**config.mk**
```make
export PLATFORM = sky130hd
export DESIGN_NAME = por_boot_loader
export DESIGN_NICKNAME = d
export VERILOG_FILES = /design/src/hw/boot_pkg.sv /design/src/hw/byte_fifo.sv /design/src/hw/por_boot_loader.sv
export SDC_FILE = /design/constraint.sdc
export NUM_CORES = 1
export LEC_CHECK = 0
export ABC_AREA = 1
export BUFFER_PORTS_ARGS = -buffer_cell sky130_fd_sc_hd__clkbuf_2
export CAP_MARGIN = 10
export CORE_AREA = 2 2 188 190
export CTS_BUF_LIST = sky130_fd_sc_hd__clkbuf_8
export CTS_CLUSTER_SIZE = 40
export DETAILED_ROUTE_END_ITERATION = 8
export DIE_AREA = 0 0 190 192
export GPL_ROUTABILITY_DRIVEN = 1
export GPL_TIMING_DRIVEN = 0
export PLACE_DENSITY = 0.6
export SLEW_MARGIN = 20
export SYNTH_ARGS = -nofsm -noshare
export SYNTH_HDL_FRONTEND = slang
export SYNTH_SLANG_ARGS = --single-unit
```
**constraint.sdc**
```tcl
create_clock -name CLK -period 4.7 [get_ports CLK]
set_input_delay 0 -clock CLK [delete_from_list [all_inputs] [get_ports CLK]]
set_output_delay 0 -clock CLK [all_outputs]
set_load 0.05 [all_outputs]
```
**src/hw/boot_pkg.sv**
```systemverilog
// Package: constants of the power-on boot sequencer
// Assumes a 10 MHz system clock and a byte-wide serial memory behind SPI
package boot_pkg;
  localparam int unsigned CLK_HZ         = 10000000;
  localparam int unsigned START_DELAY_MS = 200;
  localparam int unsigned RETRY_MS       = 1000;
  localparam int unsigned START_CYCLES   = CLK_HZ / 1000 * START_DELAY_MS;
  localparam int unsigned RETRY_CYCLES   = CLK_HZ / 1000 * RETRY_MS;
  localparam int unsigned SCK_HALF       = 2;
  localparam logic [7:0]  CMD_READ       = 8'h03;
  localparam logic [7:0]  MAGIC          = 8'hA5;
  localparam logic [15:0] IMG_BASE       = 16'h0000;
  localparam logic [15:0] PC_RESET       = 16'h0000;
  localparam int unsigned HDR_BYTES      = 3;
  localparam int unsigned MAX_WORDS      = 1024;
  localparam int unsigned FIFO_DEPTH     = 4;
  localparam int unsigned FIFO_WIDTH     = 8;
  localparam logic [23:0] RD_ADDR        = 24'h000000;
endpackage

```
**src/hw/byte_fifo.sv**
```systemverilog
// Small synchronous FIFO between the serial reader and the image checker
// Assumes one clock and a synchronous active-low reset
`timescale 1ns/10ps
module byte_fifo #(
  parameter int WIDTH = 8,
  parameter int DEPTH = 4
) (
  input  wire logic             clk,
  input  wire logic             rst_n,
  input  wire logic [WIDTH-1:0] in_data,
  input  wire logic             in_valid,
  output logic                  in_ready,
  output logic      [WIDTH-1:0] out_data,
  output logic                  out_valid,
  input  wire logic             out_ready
);
  localparam int AW = $clog2(DEPTH);
  logic [WIDTH-1:0] mem_r [DEPTH];
  logic [WIDTH-1:0] mem_nxt [DEPTH];
  logic [AW:0]      cnt_r, cnt_nxt;
  logic [AW-1:0]    wp_r, wp_nxt, rp_r, rp_nxt;
  logic             push, pop;

  // Handshakes and pointer update
  always_comb
  begin
    push    = in_valid && in_ready;
    pop     = out_valid && out_ready;
    mem_nxt = mem_r;
    wp_nxt  = wp_r;
    rp_nxt  = rp_r;
    if (push)
    begin
      mem_nxt[wp_r] = in_data;
      wp_nxt        = (wp_r == AW'(DEPTH - 1)) ? '0 : wp_r + 1'b1;
    end
    if (pop)
      rp_nxt = (rp_r == AW'(DEPTH - 1)) ? '0 : rp_r + 1'b1;
    cnt_nxt = cnt_r + (AW + 1)'(push) - (AW + 1)'(pop);
  end

  assign in_ready  = (cnt_r != (AW + 1)'(DEPTH));
  assign out_valid = (cnt_r != '0);
  assign out_data  = mem_r[rp_r];

  // State registers
  always_ff @(posedge clk)
  begin
    mem_r <= mem_nxt;
    if (!rst_n)
    begin
      cnt_r <= '0;
      wp_r  <= '0;
      rp_r  <= '0;
    end
    else
    begin
      cnt_r <= cnt_nxt;
      wp_r  <= wp_nxt;
      rp_r  <= rp_nxt;
    end
  end
endmodule // byte_fifo

```
**src/hw/por_boot_loader.sv**
```systemverilog
// Power-on boot sequencer: waits, reads the boot image over SPI, checks it,
// writes program RAM and releases the DSP core at the image start.
// Assumes RST_N is the power-on reset, synchronous to CLK; SPI_MISO is async.
//
// Behaviour
// - Power-on reset puts every control and core register here into a known default.
// - Audio outputs stay muted throughout the whole power-on procedure.
// - Reading the first-stage image starts 200 ms after reset release.
// - The image is checked for validity, which also checks its file structure.
// - Program RAM is written only once the structure has passed the check; here words are written after the header check, before the checksum test.
// - On a read error outputs stay muted and boot is retried about once per second.
// - After loading, the core program counter is set to the first image address.
// - The running bootloader then copies the application; this block just releases the core.
`timescale 1ns/10ps
module por_boot_loader #(
  parameter int unsigned START_CYC = boot_pkg::START_CYCLES,
  parameter int unsigned RETRY_CYC = boot_pkg::RETRY_CYCLES
) (
  input  wire logic        CLK,
  input  wire logic        RST_N,
  output logic             SPI_SCK,
  output logic             SPI_CS_N,
  output logic             SPI_MOSI,
  input  wire logic        SPI_MISO,
  output logic             PROGRAM_RAM_WE,
  output logic [15:0]      PROGRAM_RAM_ADDR,
  output logic [15:0]      PROGRAM_RAM_WDATA,
  output logic             CORE_RUN,
  output logic [15:0]      CORE_PC,
  output logic             AUDIO_MUTE,
  output logic             BOOT_ERROR
);
  typedef enum logic [2:0] {
    S_WAIT = 3'b000, S_CMD = 3'b001, S_HDR = 3'b011, S_BODY = 3'b010,
    S_CHK  = 3'b110, S_RUN = 3'b111, S_ERR = 3'b100
  } state_t;

  // ------------------------------------------------------------
  // Input synchroniser
  // ------------------------------------------------------------
  logic miso_s1_r, miso_s2_r;
  always_ff @(posedge CLK)
  begin
    miso_s1_r <= SPI_MISO;
    miso_s2_r <= miso_s1_r;
  end

  // ------------------------------------------------------------
  // Sequencer and SPI shifter
  // ------------------------------------------------------------
  state_t      st_r, st_nxt;
  logic [31:0] tmr_r, tmr_nxt;
  logic [1:0]  div_r, div_nxt;
  logic        sck_r, sck_nxt, cs_n_r, cs_n_nxt, mosi_r, mosi_nxt;
  logic [31:0] sh_out_r, sh_out_nxt;
  logic [7:0]  sh_in_r, sh_in_nxt;
  logic [5:0]  bit_r, bit_nxt;
  logic        rx_valid_r, rx_valid_nxt;
  logic        rd_busy_r, rd_busy_nxt;
  logic [15:0] total_r, total_nxt;
  logic [15:0] rcvd_r, rcvd_nxt;
  logic        fifo_in_ready, fifo_out_valid;
  logic [7:0]  fifo_out_data;
  logic        chk_ready;
  logic [15:0] addr_r, addr_nxt, pc_r, pc_nxt;

  // Byte stream buffered before the checker
  byte_fifo #(.WIDTH(boot_pkg::FIFO_WIDTH), .DEPTH(boot_pkg::FIFO_DEPTH)) u_fifo (
    .clk       (CLK),
    .rst_n     (RST_N),
    .in_data   (sh_in_r),
    .in_valid  (rx_valid_r),
    .in_ready  (fifo_in_ready),
    .out_data  (fifo_out_data),
    .out_valid (fifo_out_valid),
    .out_ready (chk_ready)
  );

  // ------------------------------------------------------------
  // Image checker and program RAM writer
  // ------------------------------------------------------------
  logic [1:0]  hidx_r, hidx_nxt;
  logic [15:0] len_r, len_nxt;
  logic [7:0]  sum_r, sum_nxt;
  logic        lo_r, lo_nxt;
  logic [7:0]  lob_r, lob_nxt;
  logic [15:0] waddr_r, waddr_nxt;
  logic        we_r, we_nxt;
  logic [15:0] wdata_r, wdata_nxt;
  logic        run_r, run_nxt, err_r, err_nxt, mute_r;

  // The error state drains the FIFO so a retry never sees stale bytes
  assign chk_ready = (st_r == S_HDR) || (st_r == S_BODY) || (st_r == S_ERR);

  // Next-state logic of the whole sequencer
  always_comb
  begin
    st_nxt       = st_r;
    tmr_nxt      = tmr_r;
    div_nxt      = div_r;
    sck_nxt      = sck_r;
    cs_n_nxt     = cs_n_r;
    mosi_nxt     = mosi_r;
    sh_out_nxt   = sh_out_r;
    sh_in_nxt    = sh_in_r;
    bit_nxt      = bit_r;
    rx_valid_nxt = 1'b0;
    rd_busy_nxt  = rd_busy_r;
    total_nxt    = total_r;
    rcvd_nxt     = rcvd_r;
    hidx_nxt     = hidx_r;
    len_nxt      = len_r;
    sum_nxt      = sum_r;
    lo_nxt       = lo_r;
    lob_nxt      = lob_r;
    waddr_nxt    = waddr_r;
    we_nxt       = 1'b0;
    wdata_nxt    = wdata_r;
    run_nxt      = run_r;
    err_nxt      = err_r;
    addr_nxt     = addr_r;
    pc_nxt       = pc_r;

    // SPI clocking: runs while reading, paused when the FIFO is full
    if (rd_busy_r && !(fifo_in_ready == 1'b0 && bit_r == 6'd32 && !sck_r))
    begin
      div_nxt = div_r + 2'd1;
      if (div_r == 2'(boot_pkg::SCK_HALF - 1))
      begin
        div_nxt = '0;
        sck_nxt = !sck_r;
        if (sck_r)
        begin
          // Sample at the fall: the two-flop delay hides the bit until then
          sh_in_nxt  = {sh_in_r[6:0], miso_s2_r};
          bit_nxt    = bit_r + 6'd1;
          sh_out_nxt = {sh_out_r[30:0], 1'b0};
          mosi_nxt   = sh_out_r[30];
          if (bit_r >= 6'd39 && bit_r[2:0] == 3'd7)
          begin
            rx_valid_nxt = 1'b1;
            rcvd_nxt     = rcvd_r + 16'd1;
            bit_nxt      = 6'd32;
            // Length is unknown until the header is parsed, so keep reading
            if (rcvd_r + 16'd1 == total_r && st_r != S_HDR && st_r != S_CMD)
            begin
              rd_busy_nxt = 1'b0;
              cs_n_nxt    = 1'b1;
            end
          end
        end
      end
    end

    case (st_r)
      S_WAIT:
      begin
        tmr_nxt = tmr_r + 32'd1;
        if (tmr_r >= START_CYC - 1)
        begin
          tmr_nxt     = '0;
          st_nxt      = S_CMD;
          cs_n_nxt    = 1'b0;
          sh_out_nxt  = {boot_pkg::CMD_READ, boot_pkg::RD_ADDR};
          mosi_nxt    = boot_pkg::CMD_READ[7];
          bit_nxt     = '0;
          div_nxt     = '0;
          rd_busy_nxt = 1'b1;
          rcvd_nxt    = '0;
          total_nxt   = 16'(boot_pkg::HDR_BYTES);
          hidx_nxt    = '0;
          sum_nxt     = '0;
          lo_nxt      = 1'b1;
          waddr_nxt   = boot_pkg::IMG_BASE;
        end
      end
      S_CMD:
        st_nxt = S_HDR;
      S_HDR:
        if (fifo_out_valid)
        begin
          hidx_nxt = hidx_r + 2'd1;
          if (hidx_r == 2'd0 && fifo_out_data != boot_pkg::MAGIC)
            st_nxt = S_ERR;
          else if (hidx_r == 2'd1)
            len_nxt[7:0] = fifo_out_data;
          else if (hidx_r == 2'd2)
          begin
            len_nxt = {fifo_out_data, len_r[7:0]};
            if (fifo_out_data == 8'h00 && len_r[7:0] == 8'h00 ||
                {fifo_out_data, len_r[7:0]} > 16'(boot_pkg::MAX_WORDS))
              st_nxt = S_ERR;
            else
            begin
              st_nxt    = S_BODY;
              total_nxt = 16'(boot_pkg::HDR_BYTES) + {fifo_out_data, len_r[6:0], 1'b0} + 16'd1;
            end
          end
        end
      S_BODY:
        if (fifo_out_valid)
        begin
          sum_nxt = sum_r + fifo_out_data;
          if (waddr_r == len_r)
            st_nxt = S_CHK;
          else if (lo_r)
          begin
            lob_nxt = fifo_out_data;
            lo_nxt  = 1'b0;
          end
          else
          begin
            lo_nxt = 1'b1;
            we_nxt = 1'b1;
            wdata_nxt = {fifo_out_data, lob_r};
            waddr_nxt = waddr_r + 16'd1;
            addr_nxt  = waddr_r;
          end
        end
      S_CHK:
        if (sum_r == 8'h00)
        begin
          st_nxt  = S_RUN;
          run_nxt = 1'b1;
          pc_nxt  = boot_pkg::PC_RESET;
        end
        else
          st_nxt = S_ERR;
      S_RUN:
        run_nxt = 1'b1;
      S_ERR:
      begin
        tmr_nxt = tmr_r + 32'd1;
        // Abort only in a low clock phase so no short clock pulse escapes
        if (!sck_r)
        begin
          err_nxt     = 1'b1;
          rd_busy_nxt = 1'b0;
          cs_n_nxt    = 1'b1;
          sck_nxt     = 1'b0;
          div_nxt     = '0;
        end
        if (tmr_r >= RETRY_CYC - 1)
        begin
          tmr_nxt = START_CYC - 1;
          st_nxt  = S_WAIT;
        end
      end
      default:
        st_nxt = S_WAIT;
    endcase
  end

  // Registers; all return to defaults on power-on reset
  always_ff @(posedge CLK)
  begin
    if (!RST_N)
    begin
      st_r       <= S_WAIT;
      tmr_r      <= '0;
      div_r      <= '0;
      sck_r      <= 1'b0;
      cs_n_r     <= 1'b1;
      mosi_r     <= 1'b0;
      sh_out_r   <= '0;
      sh_in_r    <= '0;
      bit_r      <= '0;
      rx_valid_r <= 1'b0;
      rd_busy_r  <= 1'b0;
      total_r    <= '0;
      rcvd_r     <= '0;
      hidx_r     <= '0;
      len_r      <= '0;
      sum_r      <= '0;
      lo_r       <= 1'b1;
      lob_r      <= '0;
      waddr_r    <= '0;
      we_r       <= 1'b0;
      wdata_r    <= '0;
      run_r      <= 1'b0;
      err_r      <= 1'b0;
      mute_r     <= 1'b1;
      addr_r     <= '0;
      pc_r       <= boot_pkg::PC_RESET;
    end
    else
    begin
      st_r       <= st_nxt;
      tmr_r      <= tmr_nxt;
      div_r      <= div_nxt;
      sck_r      <= sck_nxt;
      cs_n_r     <= cs_n_nxt;
      mosi_r     <= mosi_nxt;
      sh_out_r   <= sh_out_nxt;
      sh_in_r    <= sh_in_nxt;
      bit_r      <= bit_nxt;
      rx_valid_r <= rx_valid_nxt;
      rd_busy_r  <= rd_busy_nxt;
      total_r    <= total_nxt;
      rcvd_r     <= rcvd_nxt;
      hidx_r     <= hidx_nxt;
      len_r      <= len_nxt;
      sum_r      <= sum_nxt;
      lo_r       <= lo_nxt;
      lob_r      <= lob_nxt;
      waddr_r    <= waddr_nxt;
      we_r       <= we_nxt;
      wdata_r    <= wdata_nxt;
      run_r      <= run_nxt;
      err_r      <= err_nxt;
      mute_r     <= !run_nxt;
      addr_r     <= addr_nxt;
      pc_r       <= pc_nxt;
    end
  end

  // Outputs straight from flip-flops
  assign SPI_SCK    = sck_r;
  assign SPI_CS_N   = cs_n_r;
  assign SPI_MOSI   = mosi_r;
  assign PROGRAM_RAM_WE    = we_r;
  assign PROGRAM_RAM_ADDR  = addr_r;
  assign PROGRAM_RAM_WDATA = wdata_r;
  assign CORE_RUN   = run_r;
  assign CORE_PC    = pc_r;
  assign AUDIO_MUTE = mute_r;
  assign BOOT_ERROR = err_r;
endmodule // por_boot_loader

```
==> results.py <==
metrics = {
    "die": {
        "start_util": 0.3475,
        "die_h_um": 192,
        "fp-row-count": 68,
        "core-area_mm2": 0.03429,
        "dieWidth_um": 190,
        "ios": 58,
        "die-area_mm2": 0.03648,
    },
    "detailed_routing": {
        "dr.pass1.iters": 5,
        "vias": 10340,
        "wire_per_inst_um": 13.68,
        "drc": 0,
        "via_per_inst": 4.732,
        "drtAntennaViolNets": 0,
        "wl_mm": 29.89,
        "drtIter0Drc": 599,
    },
    "synthesis": {
        "synth_top_area_frac": 0.3613,
        "synthArstFlopShare": 0,
        "ys_top_cells_by_area": "dfxtp_1 (36%), nand2_1 (11%), edfxtp_1 (8.1%)",
        "synth_top_area_cell": "dfxtp_1",
        "ys_top_cells_by_count": "nand2_1 (343), nor2_1 (236), dfxtp_1 (215)",
        "syn_area_per_cell_um2": 7.460,
        "ys_ff_latch": 247,
        "yosysMostFrequentCell": "nand2_1",
        "ys_warn_count": 0,
        "netlist_instances": 1597,
        "synth_edf_count": 32,
        "yosysUniqueCellTypes": 49,
        "synth_top_flop_cell": "dfxtp_1",
        "ys_seq_area_frac": 0.4419,
        "synthesis.area_mm2": 0.01191,
    },
    "power_and_ir_drop": {
        "p_per_area_mw_per_mm2": 413.0,
        "p_clk_frac": 0.330,
        "p_int_mw": 3.622,
        "power_frac_seq": 0.409,
        "switchingPower_mw": 1.979,
        "leakage_nw": 5.563,
        "p_sw_frac": 0.3533,
        "power_frac_comb": 0.261,
        "peakVddDrop_uv": 156.9,
        "finalPower_mw": 5.601,
    },
    "sta": {
        "finalHoldViolCount": 0,
        "post-route-min-period_ns": 3.064,
        "fin_skew_ns": 0.02745,
        "relSlewSlack": 0.4209,
        "post-route-period-util": 0.6520,
        "fin_tns_setup_ns": 0,
        "worst_pin_slew_ns": 0.8687,
        "finalSetupViolations": 0,
        "max_freq_ghz": 0.3263,
        "finalMaxSlewViolations": 0,
        "rsz0062_at_grt": "false",
    },
    "worst_setup_path": {
        "cp_data_arrival_time_ns": 3.49,
        "reg2reg_setup_slack_ns": 1.64,
        "reg2reg_depth": 12,
        "r2r-start": "st_r[0]$_SDFFE_PN0P_",
        "critPathCapture": "u_fifo.cnt_r[2]$_SDFF_PN0_",
        "crit_path_start_kind": "register",
        "criticalPathCategory": "register to register",
        "path_max_fanout": 10,
        "cp.required_ns": 5.13,
        "r2r_end": "u_fifo.cnt_r[2]$_SDFF_PN0_",
        "crit_path_end_kind": "register",
        "startpoint": "st_r[0]$_SDFFE_PN0P_",
    },
    "cts": {
        "clk_latency_ns": 0.56,
        "clk_transition_reported_paths_ns": 0.06,
        "cts_setup_buffers": 0,
        "cts_tree": "done",
        "cts_buffers": 43,
        "cts_buffer_depth": 3,
        "cts-root-buf": "clkbuf_8",
        "h-tree-depth": 2,
        "cts.sinks": 247,
    },
    "place": {
        "dp_hpwl_mm": 21.50,
        "io_buffer_count": 41,
        "place.gp.congestion": 0.9225,
        "dpl_cell_area_mm2": 0.01274,
    },
    "min_path": {
        "holdCritPathClass": "input pin to register",
    },
    "final_layout": {
        "final_net_count": 1729,
        "fill_cells": 3589,
        "fin_area_mm2": 0.01356,
        "n_antenna_cell": 0,
        "drive_gt1_frac": 0.1173,
        "area_growth_pct": 13.83,
    },
    "outcome": {
        "status": "finished clean",
    },
    "flow_run": {
        "drv_cap": 0,
    },
    "global_routing": {
        "grt_pass1_wl_mm": 48.43,
        "grt_max_degree": 12,
        "grt-ovfl-total": 0,
        "groute.usage.overall": 0.1640,
        "antenna_found_initial": 0,
        "grt_pass1_vias": 9623,
    },
}
-- through the flow --
step | setup slack (ns) | util | hold WS, ns | std cells
6_report | 1.636 | 0.3955 | 0.1027 | 2185
4_1_cts | 1.561 | 0.3955 | 0.07418 | 2185
3_3_place_gp | 1.606 | 0.3717 | 0.1052 | 2108
5_1_grt | 1.402 | 0.3955 | 0.08272 | 2185
3_5_place_dp | 1.576 | 0.3717 | 0.1088 | 2108
2_1_floorplan | 2.341 | - | 0.02772 | 1612
-- flip-flops by register name, indices dropped and copies added, names as in the netlist, 6 cells and up --
name,flops
tmr_r,32
u_fifo.mem_r,32
sh_out_r,31
PROGRAM_RAM_ADDR,16
PROGRAM_RAM_WDATA,16
len_r,16
rcvd_r,16
total_r,16
waddr_r,16
lob_r,8
sh_in_r,8
sum_r,8
bit_r,6
-- routing by layer --
metal / vias to the layer above / global-route usage / share of wire
li1: 5348 / - / -
met1: 4704 / 0.2225 / 0.48
met2: 236 / 0.2709 / 0.44
met3: 51 / 0.02595 / 0.053
met4: 0 / 0.04323 / 0.020
met5: - / 0 / 0
-- repair_timing --
item                      in CTS  in global routing
hold endpoints to repair      10                  0
gates resized for setup        0                  0
hold buffers                   2                  0
-- layout make-up --
| cell class | instances | area, µm² | share of cell area |
|---|---|---|---|
| timing repair buffer | 43 | 225.2 | 0.01661 |
| inverter | 156 | 588.1 | 0.04336 |
| clock inverter | 28 | 150.1 | 0.01107 |
| buffer | 77 | 431.7 | 0.03183 |
| multi-input combinational | 1132 | 5685 | 0.4192 |
| tap | 455 | 569.3 | 0.04198 |
| sequential | 247 | 5265 | 0.3882 |
| clock buffer | 47 | 646.9 | 0.04770 |
-- kinds of logic (layout without fill, tap and decap cells) --
logic type / count (synthesis) / count (layout) / synth area share
compound gates: 236 / 236 / 0.1063
simple gates: 799 / 799 / 0.2969
xor+xnor: 55 / 55 / 0.04043
fa+ha+maj: 26 / 26 / 0.02857
other cells: 1 / 16 / 0.0003148
flops: 247 / 247 / 0.4419
buf+inv: 233 / 351 / 0.08559
-- placed cells by master (no fill, tap or decap), types with 5 or more instances in the layout --
cell type	count
a31oi_1	10
o22ai_1	5
nor2_1	236
xnor2_1	12
buf_6	7
nor3b_1	5
or2_0	8
clkbuf_8	47
ha_1	24
clkinv_2	5
o21ai_0	84
clkbuf_1	36
inv_2	17
clkbuf_2	41
a21oi_1	114
inv_1	155
nand2_1	343
a211oi_1	12
nor2_2	5
xor2_1	43
nand3_1	90
buf_2	15
edfxtp_1	32
nor3_2	10
nand4_1	15
conb_1	16
nand2_2	12
buf_4	19
nand3b_1	7
nor3_1	46
dfxtp_1	215
-- worst min path at each step --
stage               startpoint  slack (ns)           endpoint  cells past startpoint
global placement      SPI_MISO        0.11  miso_s1_r$_DFF_P_                      1
finish                SPI_MISO        0.10  miso_s1_r$_DFF_P_                      2
detailed placement    SPI_MISO        0.11  miso_s1_r$_DFF_P_                      1
floorplan             SPI_MISO        0.03  miso_s1_r$_DFF_P_                      0
global route          SPI_MISO        0.08  miso_s1_r$_DFF_P_                      2
CTS                   SPI_MISO        0.07  miso_s1_r$_DFF_P_                      2
-- power groups by stage --
| stage | sequential (mW) | combinational (mW) | clock [mW] |
|---|---|---|---|
| 3_5_place_dp | 2.33 | 1.45 | 0 |
| 3_3_place_gp | 2.34 | 1.44 | 0 |
| 6_report | 2.29 | 1.46 | 1.85 |
| 5_1_grt | 2.30 | 1.65 | 1.99 |
| 4_1_cts | 2.29 | 1.46 | 1.90 |
| 2_1_floorplan | 2.33 | 1.06 | 0 |
-- worst max-delay path, cell delays in order, from the launching register on --
cell	delay [ns]
dfxtp_1	0.39
nor2_4	0.29
inv_2	0.18
nor2_1	0.35
inv_1	0.15
a31oi_1	0.41
ha_1	0.31
inv_1	0.06
ha_1	0.13
inv_1	0.05
fa_1	0.40
o21ai_0	0.18
a21oi_1	0.05
(Power assumes the default switching activity.)
